`config.mk`:
```
export PLATFORM = sky130hd
export DESIGN_NAME = adc_gain_chop_regs
export DESIGN_NICKNAME = d
export VERILOG_FILES = /design/src/hdl/cfg_pkg.sv /design/src/hdl/chop_delay_timer.sv /design/src/hdl/detect_counter.sv /design/src/hdl/adc_gain_chop_regs.sv
export SDC_FILE = /design/constraint.sdc
export NUM_CORES = 1
export LEC_CHECK = 0
export BUFFER_PORTS_ARGS = -buffer_cell sky130_fd_sc_hd__buf_4
export CAP_MARGIN = 10
export CELL_PAD_IN_SITES_DETAIL_PLACEMENT = 0
export CELL_PAD_IN_SITES_GLOBAL_PLACEMENT = 1
export CORE_MARGIN = 2
export CORE_UTILIZATION = 42
export DETAILED_ROUTE_END_ITERATION = 12
export GPL_ROUTABILITY_DRIVEN = 0
export PLACE_DENSITY = 0.89
export SLEW_MARGIN = 30
export SYNTH_ARGS = -nofsm -noshare
export SYNTH_HDL_FRONTEND = slang
export SYNTH_SLANG_ARGS = --single-unit
```
`constraint.sdc`:
```
create_clock -name i_clk -period 8.85 [get_ports i_clk]
set_input_delay 1.3275 -clock i_clk [delete_from_list [all_inputs] [get_ports i_clk]]
set_output_delay 1.3275 -clock i_clk [all_outputs]
set_load 0.005 [all_outputs]
```
`src/hdl/cfg_pkg.sv`:
```
// Constants, field layouts and carriers of the gain and chop/detect registers
`default_nettype none
package cfg_pkg;
  // Register indices; byte address is four times the index
  localparam int unsigned REG_IDX_GAIN = 5;
  localparam int unsigned REG_IDX_CFG = 6;
  localparam logic [11:0] ADDR_GAIN = 12'(4 * REG_IDX_GAIN);
  localparam logic [11:0] ADDR_CFG = 12'(4 * REG_IDX_CFG);
  // Reset images
  localparam logic [15:0] GAIN_RESET = 16'h0000;
  localparam logic [15:0] CFG_RESET = 16'h0600;
  // Field positions
  localparam int unsigned GAIN_CH5_LSB = 4;
  localparam int unsigned GAIN_CH4_LSB = 0;
  localparam int unsigned CHOP_DLY_LSB = 9;
  localparam int unsigned CHOP_EN_BIT = 8;
  localparam int unsigned DET_ALL_BIT = 7;
  localparam int unsigned DET_NUM_LSB = 4;
  localparam int unsigned DET_LEN_LSB = 1;
  localparam int unsigned DET_EN_BIT = 0;
  // Timer width; holds the longest settle delay of 65536 periods
  localparam int unsigned CHOP_CNT_W = 17;

  typedef struct packed {
    logic [2:0] amp_gain_code_ch5;
    logic [2:0] amp_gain_code_ch4;
  } gain_cfg_t;

  typedef struct packed {
    logic [3:0] chop_settle_delay;
    logic chop_enable;
  } chop_cfg_t;

  typedef struct packed {
    logic detect_all_channels;
    logic [2:0] detect_exceed_count;
    logic [2:0] detect_meas_length;
    logic detect_mode_enable;
  } detect_cfg_t;

  // Code n selects 2^n
  function automatic logic [7:0] pow2_code(input logic [2:0] code);
    return 8'h01 << code;
  endfunction

  // Code n selects 2^(n+1) modulator periods
  function automatic logic [CHOP_CNT_W-1:0] chop_periods(
      input logic [3:0] code);
    logic [4:0] sh;
    sh = {1'b0, code} + 5'h01;
    return {{(CHOP_CNT_W-1){1'b0}}, 1'b1} << sh;
  endfunction

  function automatic logic [15:0] pack_gain(input gain_cfg_t g);
    logic [15:0] v;
    v = 16'h0000;
    v[GAIN_CH5_LSB +: 3] = g.amp_gain_code_ch5;
    v[GAIN_CH4_LSB +: 3] = g.amp_gain_code_ch4;
    return v;
  endfunction

  function automatic logic [15:0] pack_cfg(input chop_cfg_t c,
                                           input detect_cfg_t d);
    logic [15:0] v;
    v = 16'h0000;
    v[CHOP_DLY_LSB +: 4] = c.chop_settle_delay;
    v[CHOP_EN_BIT] = c.chop_enable;
    v[DET_ALL_BIT] = d.detect_all_channels;
    v[DET_NUM_LSB +: 3] = d.detect_exceed_count;
    v[DET_LEN_LSB +: 3] = d.detect_meas_length;
    v[DET_EN_BIT] = d.detect_mode_enable;
    return v;
  endfunction
endpackage
`default_nettype wire

```
`src/hdl/chop_delay_timer.sv`:
```
// Settle delay timer that starts a global-chop measurement
`default_nettype none
module chop_delay_timer (
  input wire logic i_clk,
  input wire logic i_rst,
  input wire logic i_ce,
  input wire cfg_pkg::chop_cfg_t i_cfg,
  input wire logic i_mod_tick,
  input wire logic i_chop_start,
  output logic o_meas_start,
  output logic o_busy
);
  localparam int unsigned W = cfg_pkg::CHOP_CNT_W;

  typedef struct packed {
    logic busy;
    logic pulse;
    logic [W-1:0] cnt;
    logic [W-1:0] chk;
  } chop_state_t;

  chop_state_t s_r;
  chop_state_t s_nxt;
  logic [W-1:0] target;

  assign target = cfg_pkg::chop_periods(i_cfg.chop_settle_delay);

  always_comb begin
    s_nxt = s_r;
    s_nxt.pulse = 1'b0;
    if (!i_cfg.chop_enable) begin
      s_nxt.busy = 1'b0; // RQ9
      s_nxt.cnt = '0;
      s_nxt.chk = '0;
    end else if (i_chop_start) begin
      s_nxt.busy = 1'b1;
      s_nxt.cnt = '0;
      s_nxt.chk = '0;
    end else if (s_r.busy && i_mod_tick) begin
      s_nxt.chk = s_r.chk + 1'b1;
      if (s_r.cnt == target - 1'b1) begin
        s_nxt.busy = 1'b0; // RQ8
        s_nxt.pulse = 1'b1;
        s_nxt.cnt = '0;
      end else begin
        s_nxt.cnt = s_r.cnt + 1'b1;
      end
    end
  end

  always_ff @(posedge i_clk or posedge i_rst) begin
    if (i_rst) begin
      s_r <= '0;
    end else if (i_ce) begin
      s_r <= s_nxt;
    end
  end

  assign o_meas_start = s_r.pulse;
  assign o_busy = s_r.busy;
endmodule
`default_nettype wire

```
`src/hdl/detect_counter.sv`:
```
// Current-detect exceedance counter with any/all channel combination
`default_nettype none
module detect_counter #(
  parameter int NCH = 6
) (
  input wire logic i_clk,
  input wire logic i_rst,
  input wire logic i_ce,
  input wire cfg_pkg::detect_cfg_t i_cfg,
  input wire logic i_sample_valid,
  input wire logic [NCH-1:0] i_exceed,
  input wire logic i_window_restart,
  output logic o_detect,
  output logic [7:0] o_count
);
  typedef struct packed {
    logic det;
    logic [7:0] cnt;
  } det_state_t;

  det_state_t s_r;
  det_state_t s_nxt;
  logic hit;
  logic [7:0] target;
  logic [7:0] base;

  assign target = cfg_pkg::pow2_code(i_cfg.detect_exceed_count);
  assign hit = i_cfg.detect_all_channels ? &i_exceed : |i_exceed; // RQ10

  always_comb begin
    s_nxt = s_r;
    base = i_window_restart ? 8'h00 : s_r.cnt;
    if (!i_cfg.detect_mode_enable) begin
      s_nxt = '0; // RQ12
    end else begin
      if (i_window_restart) begin
        s_nxt = '0;
      end
      // A new exceedance beats a window restart in the same cycle
      if (i_sample_valid && hit && (!s_r.det || i_window_restart)) begin
        s_nxt.cnt = base + 8'h01;
        s_nxt.det = (base + 8'h01) >= target; // RQ11
      end
    end
  end

  always_ff @(posedge i_clk or posedge i_rst) begin
    if (i_rst) begin
      s_r <= '0;
    end else if (i_ce) begin
      s_r <= s_nxt;
    end
  end

  assign o_detect = s_r.det;
  assign o_count = s_r.cnt;
endmodule
`default_nettype wire

```
`src/hdl/adc_gain_chop_regs.sv`:
```
// APB register bank for channel 4/5 gain and chop/detect configuration
//
// Notes on behaviour
// (RQ1) Gain register at index 5h, resets to zero, both channels gain 1.
// (RQ2) Gain bits 6:4 pick channel 5 gain, 2^code from 1 to 128.
// (RQ3) Gain bits 2:0 pick channel 4 gain, same power-of-two mapping.
// (RQ4) Software writes zeros to gain bits 15:7.
// (RQ5) Software writes zero to gain bit 3.
// (RQ6) Config register at index 06h resets to 0600h, delay code 0011b.
// (RQ7) Software writes zeros to config bits 15:13.
// (RQ8) Bits 12:9 set 2^(n+1) modulator periods before chop measurement.
// (RQ9) Bit 8 enables global chop; when clear the delay does nothing.
// (RQ10) Bit 7 selects any channel or all channels for current detect.
// (RQ11) Bits 6:4 set 2^n exceedances needed to flag a detection.
// (RQ12) Bit 0 enables current-detect mode, reset clear.
`default_nettype none
module adc_gain_chop_regs #(
  parameter int NCH = 6
) (
  input wire logic i_clk,
  input wire logic i_rst,
  input wire logic i_ce,
  input wire logic i_psel,
  input wire logic i_penable,
  input wire logic i_pwrite,
  input wire logic [11:0] i_paddr,
  input wire logic [31:0] i_pwdata,
  input wire logic [3:0] i_pstrb,
  output logic [31:0] o_prdata,
  output logic o_pready,
  output logic o_pslverr,
  output cfg_pkg::gain_cfg_t o_gain_cfg,
  output logic [7:0] o_gain_ch4,
  output logic [7:0] o_gain_ch5,
  output cfg_pkg::chop_cfg_t o_chop_cfg,
  output cfg_pkg::detect_cfg_t o_detect_cfg,
  input wire logic i_mod_tick,
  input wire logic i_chop_start,
  output logic o_meas_start,
  output logic o_chop_busy,
  input wire logic i_sample_valid,
  input wire logic [NCH-1:0] i_exceed,
  input wire logic i_window_restart,
  output logic o_detect,
  output logic [7:0] o_detect_count
);
  // ---------------------------------------------------------------
  // State
  // ---------------------------------------------------------------
  typedef struct packed {
    cfg_pkg::gain_cfg_t gain;
    cfg_pkg::chop_cfg_t chop;
    cfg_pkg::detect_cfg_t det;
    logic [7:0] g4;
    logic [7:0] g5;
    logic [31:0] rdata;
    logic ready;
    logic slverr;
    logic gain_fresh;
    logic cfg_fresh;
  } regs_state_t;

  function automatic cfg_pkg::gain_cfg_t unpack_gain(input logic [15:0] v);
    cfg_pkg::gain_cfg_t g;
    g.amp_gain_code_ch5 = v[cfg_pkg::GAIN_CH5_LSB +: 3];
    g.amp_gain_code_ch4 = v[cfg_pkg::GAIN_CH4_LSB +: 3];
    return g;
  endfunction

  function automatic cfg_pkg::chop_cfg_t unpack_chop(input logic [15:0] v);
    cfg_pkg::chop_cfg_t c;
    c.chop_settle_delay = v[cfg_pkg::CHOP_DLY_LSB +: 4];
    c.chop_enable = v[cfg_pkg::CHOP_EN_BIT];
    return c;
  endfunction

  function automatic cfg_pkg::detect_cfg_t unpack_det(input logic [15:0] v);
    cfg_pkg::detect_cfg_t d;
    d.detect_all_channels = v[cfg_pkg::DET_ALL_BIT];
    d.detect_exceed_count = v[cfg_pkg::DET_NUM_LSB +: 3];
    d.detect_meas_length = v[cfg_pkg::DET_LEN_LSB +: 3];
    d.detect_mode_enable = v[cfg_pkg::DET_EN_BIT];
    return d;
  endfunction

  // Byte-lane merge of a 16-bit register image
  function automatic logic [15:0] merge16(input logic [15:0] old,
                                          input logic [15:0] wd,
                                          input logic [1:0] strb);
    logic [15:0] v;
    v = old;
    if (strb[0]) begin
      v[7:0] = wd[7:0];
    end
    if (strb[1]) begin
      v[15:8] = wd[15:8];
    end
    return v;
  endfunction

  localparam cfg_pkg::gain_cfg_t GAIN_RST = unpack_gain(cfg_pkg::GAIN_RESET);
  localparam cfg_pkg::chop_cfg_t CHOP_RST = unpack_chop(cfg_pkg::CFG_RESET);
  localparam cfg_pkg::detect_cfg_t DET_RST = unpack_det(cfg_pkg::CFG_RESET);

  localparam regs_state_t RESET_STATE = '{
    gain: GAIN_RST,
    chop: CHOP_RST,
    det: DET_RST,
    g4: cfg_pkg::pow2_code(GAIN_RST.amp_gain_code_ch4),
    g5: cfg_pkg::pow2_code(GAIN_RST.amp_gain_code_ch5),
    rdata: 32'h0000_0000,
    ready: 1'b0,
    slverr: 1'b0,
    gain_fresh: 1'b1,
    cfg_fresh: 1'b1
  };

  regs_state_t s_r;
  regs_state_t s_nxt;

  logic setup;
  logic access;
  logic sel_gain;
  logic sel_cfg;
  logic [15:0] gain_img;
  logic [15:0] cfg_img;

  // ---------------------------------------------------------------
  // APB decode
  // ---------------------------------------------------------------
  assign setup = i_psel && !i_penable;
  assign access = i_psel && i_penable && s_r.ready;
  assign sel_gain = i_paddr == cfg_pkg::ADDR_GAIN;
  assign sel_cfg = i_paddr == cfg_pkg::ADDR_CFG;
  assign gain_img = cfg_pkg::pack_gain(s_r.gain);
  assign cfg_img = cfg_pkg::pack_cfg(s_r.chop, s_r.det);

  // ---------------------------------------------------------------
  // Next state
  // ---------------------------------------------------------------
  always_comb begin
    s_nxt = s_r;
    s_nxt.ready = 1'b0;
    if (setup) begin
      // Answer is prepared in setup so pready is high in the access phase
      s_nxt.ready = 1'b1;
      s_nxt.slverr = !(sel_gain || sel_cfg);
      if (sel_gain) begin
        s_nxt.rdata = {16'h0000, gain_img}; // RQ1
      end else if (sel_cfg) begin
        s_nxt.rdata = {16'h0000, cfg_img}; // RQ6
      end else begin
        s_nxt.rdata = 32'h0000_0000;
      end
    end
    if (access && i_pwrite && sel_gain) begin
      // Reserved bits are not stored and read back as zero
      s_nxt.gain = unpack_gain(
          merge16(gain_img, i_pwdata[15:0], i_pstrb[1:0])); // RQ2 RQ3
      s_nxt.gain_fresh = 1'b0;
    end
    if (access && i_pwrite && sel_cfg) begin
      s_nxt.chop = unpack_chop(
          merge16(cfg_img, i_pwdata[15:0], i_pstrb[1:0])); // RQ8 RQ9
      s_nxt.det = unpack_det(
          merge16(cfg_img, i_pwdata[15:0], i_pstrb[1:0])); // RQ10 RQ12
      s_nxt.cfg_fresh = 1'b0;
    end
    s_nxt.g4 = cfg_pkg::pow2_code(s_nxt.gain.amp_gain_code_ch4); // RQ3
    s_nxt.g5 = cfg_pkg::pow2_code(s_nxt.gain.amp_gain_code_ch5); // RQ2
  end

  always_ff @(posedge i_clk or posedge i_rst) begin
    if (i_rst) begin
      s_r <= RESET_STATE;
    end else if (i_ce) begin
      s_r <= s_nxt;
    end
  end

  // ---------------------------------------------------------------
  // Outputs
  // ---------------------------------------------------------------
  assign o_prdata = s_r.rdata;
  assign o_pready = s_r.ready;
  assign o_pslverr = s_r.slverr;
  assign o_gain_cfg = s_r.gain;
  assign o_gain_ch4 = s_r.g4;
  assign o_gain_ch5 = s_r.g5;
  assign o_chop_cfg = s_r.chop;
  assign o_detect_cfg = s_r.det;

  // ---------------------------------------------------------------
  // Chop delay and current detect
  // ---------------------------------------------------------------
  chop_delay_timer u_chop (
    .i_clk(i_clk),
    .i_rst(i_rst),
    .i_ce(i_ce),
    .i_cfg(s_r.chop),
    .i_mod_tick(i_mod_tick),
    .i_chop_start(i_chop_start),
    .o_meas_start(o_meas_start),
    .o_busy(o_chop_busy)
  );

  detect_counter #(
    .NCH(NCH)
  ) u_detect (
    .i_clk(i_clk),
    .i_rst(i_rst),
    .i_ce(i_ce),
    .i_cfg(s_r.det),
    .i_sample_valid(i_sample_valid),
    .i_exceed(i_exceed),
    .i_window_restart(i_window_restart),
    .o_detect(o_detect),
    .o_count(o_detect_count)
  );
endmodule
`default_nettype wire

```
# --- Word-level counts from Yosys, hierarchy flattened ---
# Index checks and enable logic that the tools add are counted.
# Widths: inputs -> output; s select.
word_totals:
  reg_bits: 95
  output_inout_bits: 80
  word_cells: 76
op_classes:
  add_sub_neg: 5
  order_cmp: 1
  eq_ne: 6
  shift: 4
  muxes: 19
  reduce_logical: 22
ops:
  columns: ["operator", "count"]
  rows:
  - ["$mux 34", 2]
  - ["$mux 36", 1]
  - ["$add 17x1->17 const B", 2]
  - ["$mux 9", 3]
  - ["$mux 13", 2]
  - ["$eq 12x5->1 const B", 2]
  - ["$shl 1x3->8 const A", 3]
  - ["$eq 17x17->1", 1]
  - ["$mux 17", 1]
  - ["$shl 1x5->17 const A", 1]
  - ["$sub 17x1->17 const B", 1]
  - ["$logic_and 1x1->1", 9]
  - ["$ne 3x2->1 const B", 3]
  - ["$reduce_and 3->1", 3]
  - ["$add 8x1->8 const B", 1]
  - ["$ge 8x8->1", 1]
  - ["$mux 8", 1]
  - ["$mux 7", 1]
  - ["$mux 6", 1]
  - ["$reduce_and 2->1", 3]
  - ["$reduce_and 6->1", 1]
  - ["$reduce_or 6->1", 1]
  - ["$add 4x1->5 const B", 1]
  - ["$mux 1", 5]
  - ["other kinds (3)", 7]

# --- Logic depth before layout (Yosys ltp) ---
logic_depth:
  ltp_word: 8
  mapped_depth: 14
  ltp_nobuf: 10

# --- Cells and area by module ---
# Synthesis repeated with hierarchy kept, for this count alone.
unflattened:
  cells_unflattened: 567
  area_unflattened_um2: 5210.0
modules_own_cells:
  columns: ["mod", "n_inst", "cells_each", "area_each_um2"]
  rows:
  - ["adc_gain_chop_regs", 1, 227, 2498.6]
  - ["chop_delay_timer", 1, 229, 1814.2]
  - ["detect_counter", 1, 111, 897.1]

# --- Worst setup path after synthesis ---
# No wires, ideal clock.
synth_timing:
  path_type: "input-to-reg"
  startpoint: "input port i_window_restart"
  endpoint: "register u_detect.s_r, in the netlist u_detect.o_detect"
  setup_ns: 0.136
  arrival_ns: 3.290
  t_required_ns: 8.714
  path_slack_ns: 5.423
  cell_stages: 11
  n_path_buf: 1
  cell_sequence: "clkbuf_1 -> nor2b_1 -> ha_1 -> nand3_1 -> or3_1 -> a21oi_1 -> ha_1 -> nand2_1 -> a211oi_1 -> a2111oi_0 -> o21ai_0"
synth_via:
  elab_chain_cells: 5
synth_rtl:
  columns: ["element", "line", "source"]
  rows:
  - ["start, declared", "adc_gain_chop_regs.sv:43", "input wire logic i_window_restart,"]
  - ["$mux 8", "detect_counter.sv:32", "base = i_window_restart ? 8'h00 : s_r.cnt;"]
  - ["$add 8x1->8", "detect_counter.sv:42", "s_nxt.det = (base + 8'h01) >= target;"]
  - ["$ge 8x8->1", "detect_counter.sv:42", null]
  - ["$mux 9", "detect_counter.sv:40", "if (i_sample_valid && hit && (!s_r.det || i_window_restart)) begin"]
  - ["$mux 9", "detect_counter.sv:33", "if (!i_cfg.detect_mode_enable) begin"]
  - ["end signal, assigned", "detect_counter.sv:51", "s_r <= s_nxt;"]
  - ["end, declared", "detect_counter.sv:21", "det_state_t s_r;"]
# Several ways; a longest one is shown, not always the timed one.
# A chain may end at the register's enable or synchronous reset.

# --- Worst setup path after layout ---
layout_timing:
  startpoint: "register s_r, in the netlist o_chop_cfg[4]"
  endpoint: "register u_chop.s_r, in the netlist u_chop.o_busy"
layout_via:
  elab_chain_cells: 6
layout_rtl:
  columns: ["element", "line", "source"]
  rows:
  - ["start, declared", "adc_gain_chop_regs.sv:118", "regs_state_t s_r;"]
  - ["start signal, assigned", "adc_gain_chop_regs.sv:177", "s_r <= s_nxt;"]
  - ["$add 4x1->5", "cfg_pkg.sv:50", "sh = {1'b0, code} + 5'h01;"]
  - ["$shl 1x5->17", "cfg_pkg.sv:51", "return {{(CHOP_CNT_W-1){1'b0}}, 1'b1} << sh;"]
  - ["$sub 17x1->17", "chop_delay_timer.sv:41", "if (s_r.cnt == target - 1'b1) begin"]
  - ["$eq 17x17->1", "chop_delay_timer.sv:41", null]
  - ["$ne 3x2->1 (no source line)", null, null]
  - ["$reduce_and 3->1 (no source line)", null, null]
  - ["end signal, assigned", "chop_delay_timer.sv:55", "s_r <= s_nxt;"]
  - ["end, declared", "chop_delay_timer.sv:22", "chop_state_t s_r;"]
# No other way between the ends.

==> key figures <==
Global routing
  • Largest net degree at the start of global routing: 79
  • Gr usage total: 0.192
  • Initial antenna violation count: 0
  • Via count of the first global-routing pass: 4138
  • GRT overflow: 0
  • First-pass GRT wire length: 20000 um

Clocking
  • Sink Count: 78
  • CTS root buf: clkbuf_16
  • Hold_buf cts: 0
  • H-tree levels: 3
  • Later-pin clock latency in the skew report: 0.34 ns
  • Clock Tree Buf Depth: 2
  • Post-CTS Resized: 0
  • CTS Buf Count: 9
  • CTS tree: yes
  • CTS clk-pin slew, worst paths: 0.06 ns
  • Setup Fix Bufs, Post-CTS: 0

Floorplan
  • Die W: 112 um
  • Full die area: 12500 um2
  • Core footprint: 11400 um2
  • FP Rows: 39
  • Initial Util: 0.429
  • Io pins: 144
  • Die Ht: 112 um

Hold path
  • Worst hold path type: flip-flop to flip-flop

Timing
  • Clk_skew: 0.00962 ns
  • Final Slew Violations: 0
  • Fmax: 252 MHz
  • Unrepaired setup endpoints after global routing: no
  • Fin crit share: 0.448
  • Slew headroom: 0.494
  • Slew @ Worst Pin: 0.759 ns
  • Setup-failing EPs final: 0
  • Final setup TNS: 0 ns
  • Final Critical Period: 3.97 ns
  • Fin Hold WS: 0.483 ns
  • Final hold vios: 0

Route
  • WL final: 11800 um
  • TritonRoute pass-1 iters: 4
  • Initial DRC count: 118
  • ANT nets after route: 0
  • DRC: 0
  • Via Count: 4176
  • Via density: 5.52
  • Avg WL per Cell: 15.6 um

Power
  • Power, Total: 762 uW
  • Worst vdd ir: 0.0896 mV
  • P_leak: 2.77 nW
  • Power Density: 129 nW/um2

Setup path
  • Worst endpoint required time: 9.04 ns
  • Crit path launch type: flip-flop
  • Crit path largest cell delay: 0.65 ns
  • Critical Path End Type: flip-flop
  • Maximum net fanout on the critical path: 22
  • Crit Path Category: flip-flop to flip-flop
  • Cell chain of the critical path: nor4_4 -> inv_1 -> ha_1 -> or4b_1 -> a21oi_1 -> o21ai_0 -> a221oi_1 -> nand4b_1 -> buf_4 -> o21ai_0 -> a21oi_1
  • Critical path arrival: 4.16 ns
  • CP delay by family, top: simple AND/OR/NAND/NOR gates
  • CP max-delay cell: dfrtp_1
  • Buffers plus inverters on the worst setup path: 2

Synth
  • Largest family of logic cells by synthesized area: simple AND/OR/NAND/NOR gates
  • Synth Area in Adders: 0.0282
  • Synth Area in XOR/XNOR: 0.0215
  • Post-synth EDFFs: 0
  • Synth Area in Simple Gates: 0.234
  • Mux share of post-synthesis cell area: 0.0754
  • Cells after Synth: 528
  • Unique masters post-synth: 59
  • Yosys warnings: 0
  • Synthesized area per cell: 9.24 um2
  • Synth Flop Type: dfrtp_1
  • Synth async-reset ratio: 1.00
  • Register area share after synthesis: 0.401
  • Post-synthesis compound-gate area fraction: 0.165
  • Synthesized area: 4880 um2
  • Yosys reg bits: 78

Cells and area
  • Fin util: 0.522
  • Most frequent cells in the layout: 105 x buf_4, 74 x dfrtp_1, 50 x nand2_1, 35 x o21ai_0, 34 x nand3_1
  • Layout Nets: 683
  • Commonest non-fill, non-tap cell in the layout: buf_4
  • Antenna cells: 0
  • Area growth syn-to-layout: 21.5%
  • Layout cells sized above 1: 0.290

Status
  • Outcome: completed

Place
  • IO Port Bufs: 103
  • DP HPWL: 8500 um

Flow run
  • Max-capacitance violation count: 0
==> worst reg2reg max path, delay by kind of cell (launching register included) <==
family | cells | cell delay, ns
and+or+nand+nor | 3 | 1.50
AOI/OAI and AO/OA | 5 | 0.86
DFF | 1 | 0.65
buffers and inverters | 2 | 0.42
adders and majority gates | 1 | 0.41
==> final cells by class <==
class	instances	area [um2]
well taps	143	179
fillers	1041	5440
multi-input cells	400	2650
repair buffers	108	822
clock buffers	9	225
inverters	11	41.3
flip-flops and latches	78	1960
clock inverters	7	60.1
==> worst paths after layout <==
kind / startpoint / to / slack (ns) / cells past startpoint
min in group asynchronous: i_rst / o_prdata[9] / 1.19 / 3
worst max-delay path: o_chop_cfg[4] / u_chop.o_busy / 4.88 / 11
worst max register to register: o_chop_cfg[4] / u_chop.o_busy / 4.88 / 11
worst min register to register: o_pslverr / o_pslverr / 0.48 / 2
worst min-delay path: o_pslverr / o_pslverr / 0.48 / 2
max in group asynchronous: i_rst / u_chop.s_r[23] / 7.17 / 3
==> cell families after synthesis <==
group | after synthesis
AOI/OAI and AO/OA | 117
buffers and inverters | 68
xor gates and xnor gates | 12
and+or+nand+nor | 206
other | 2
adders and majority gates | 11
DFF | 78
muxes | 34
==> through the flow <==
step | area [um2] | setup slack (ns) | cells
floorplan | 4950 | 5.42 | 546
global placement | 5600 | 4.47 | 737
detailed placement | 5630 | 4.84 | 739
CTS | 5910 | 4.88 | 755
global route | 5930 | 4.56 | 756
finish | 5930 | 4.88 | 756
==> flip-flops by register name (all words and copies together) (netlist names) <==
register,count
o_gain_ch5,8
o_chop_cfg,5
o_gain_ch4,8
u_detect.o_detect,1
u_chop.o_meas_start,1
o_pready,1
u_chop.o_busy,1
o_pslverr,1
o_detect_cfg,8
u_detect.o_count,8
o_gain_cfg,6
u_chop.s_r,17
o_prdata,13
==> synth_stat cells, types with 2 or more instances <==
cell type / n / area, um2
ha_1: 11 / 138
a22o_1: 7 / 61.3
nor2_1: 22 / 82.6
o31ai_1: 4 / 30.0
a32o_1: 3 / 30.0
or2_2: 3 / 18.8
xnor2_1: 3 / 26.3
nor4b_1: 2 / 17.5
o21ai_0: 35 / 175
a211oi_1: 4 / 30.0
and3_1: 10 / 62.6
or3_1: 5 / 31.3
clkbuf_1: 25 / 93.8
inv_1: 11 / 41.3
a21oi_1: 11 / 55.1
a31oi_1: 13 / 81.3
or3b_2: 2 / 17.5
dfrtp_1: 74 / 1850
mux2i_1: 12 / 120
buf_2: 9 / 45.0
nor3b_1: 5 / 37.5
conb_1: 2 / 7.51
a221oi_1: 2 / 17.5
o21ai_1: 2 / 10.0
mux2_2: 22 / 248
nand3b_1: 11 / 82.6
nor3_1: 7 / 35.0
a22oi_1: 7 / 52.6
nand3_1: 34 / 170
o22ai_1: 2 / 12.5
and4_1: 3 / 26.3
nor2b_1: 19 / 119
o211a_1: 3 / 30.0
nand4_1: 7 / 43.8
a31o_2: 16 / 140
and2_1: 6 / 37.5
xor2_1: 9 / 78.8
nand2_1: 50 / 188
nor4_1: 2 / 12.5
dfstp_2: 4 / 105
buf_6: 2 / 22.5
buf_4: 21 / 158
nand2b_1: 10 / 62.6
==> where the power goes <==
part	leakage [nW]	total [mW]	switching (mW)	internal (mW)
clock network	0.144	0.358	0.161	0.197
registers	1.07	0.360	0.00113	0.359
logic	1.56	0.0441	0.0244	0.0197
total	2.77	0.762	0.187	0.575
==> metal layers <==
layer  part of all wire  vias to the layer above  track usage
li1                   -                     2040            -
met1               0.42                     2034        0.233
met2               0.52                       84        0.335
met3              0.048                       18       0.0533
met4              0.019                        0       0.0560
met5                  0                        -            0
Note: power is estimated with default switching activity, not from simulation.
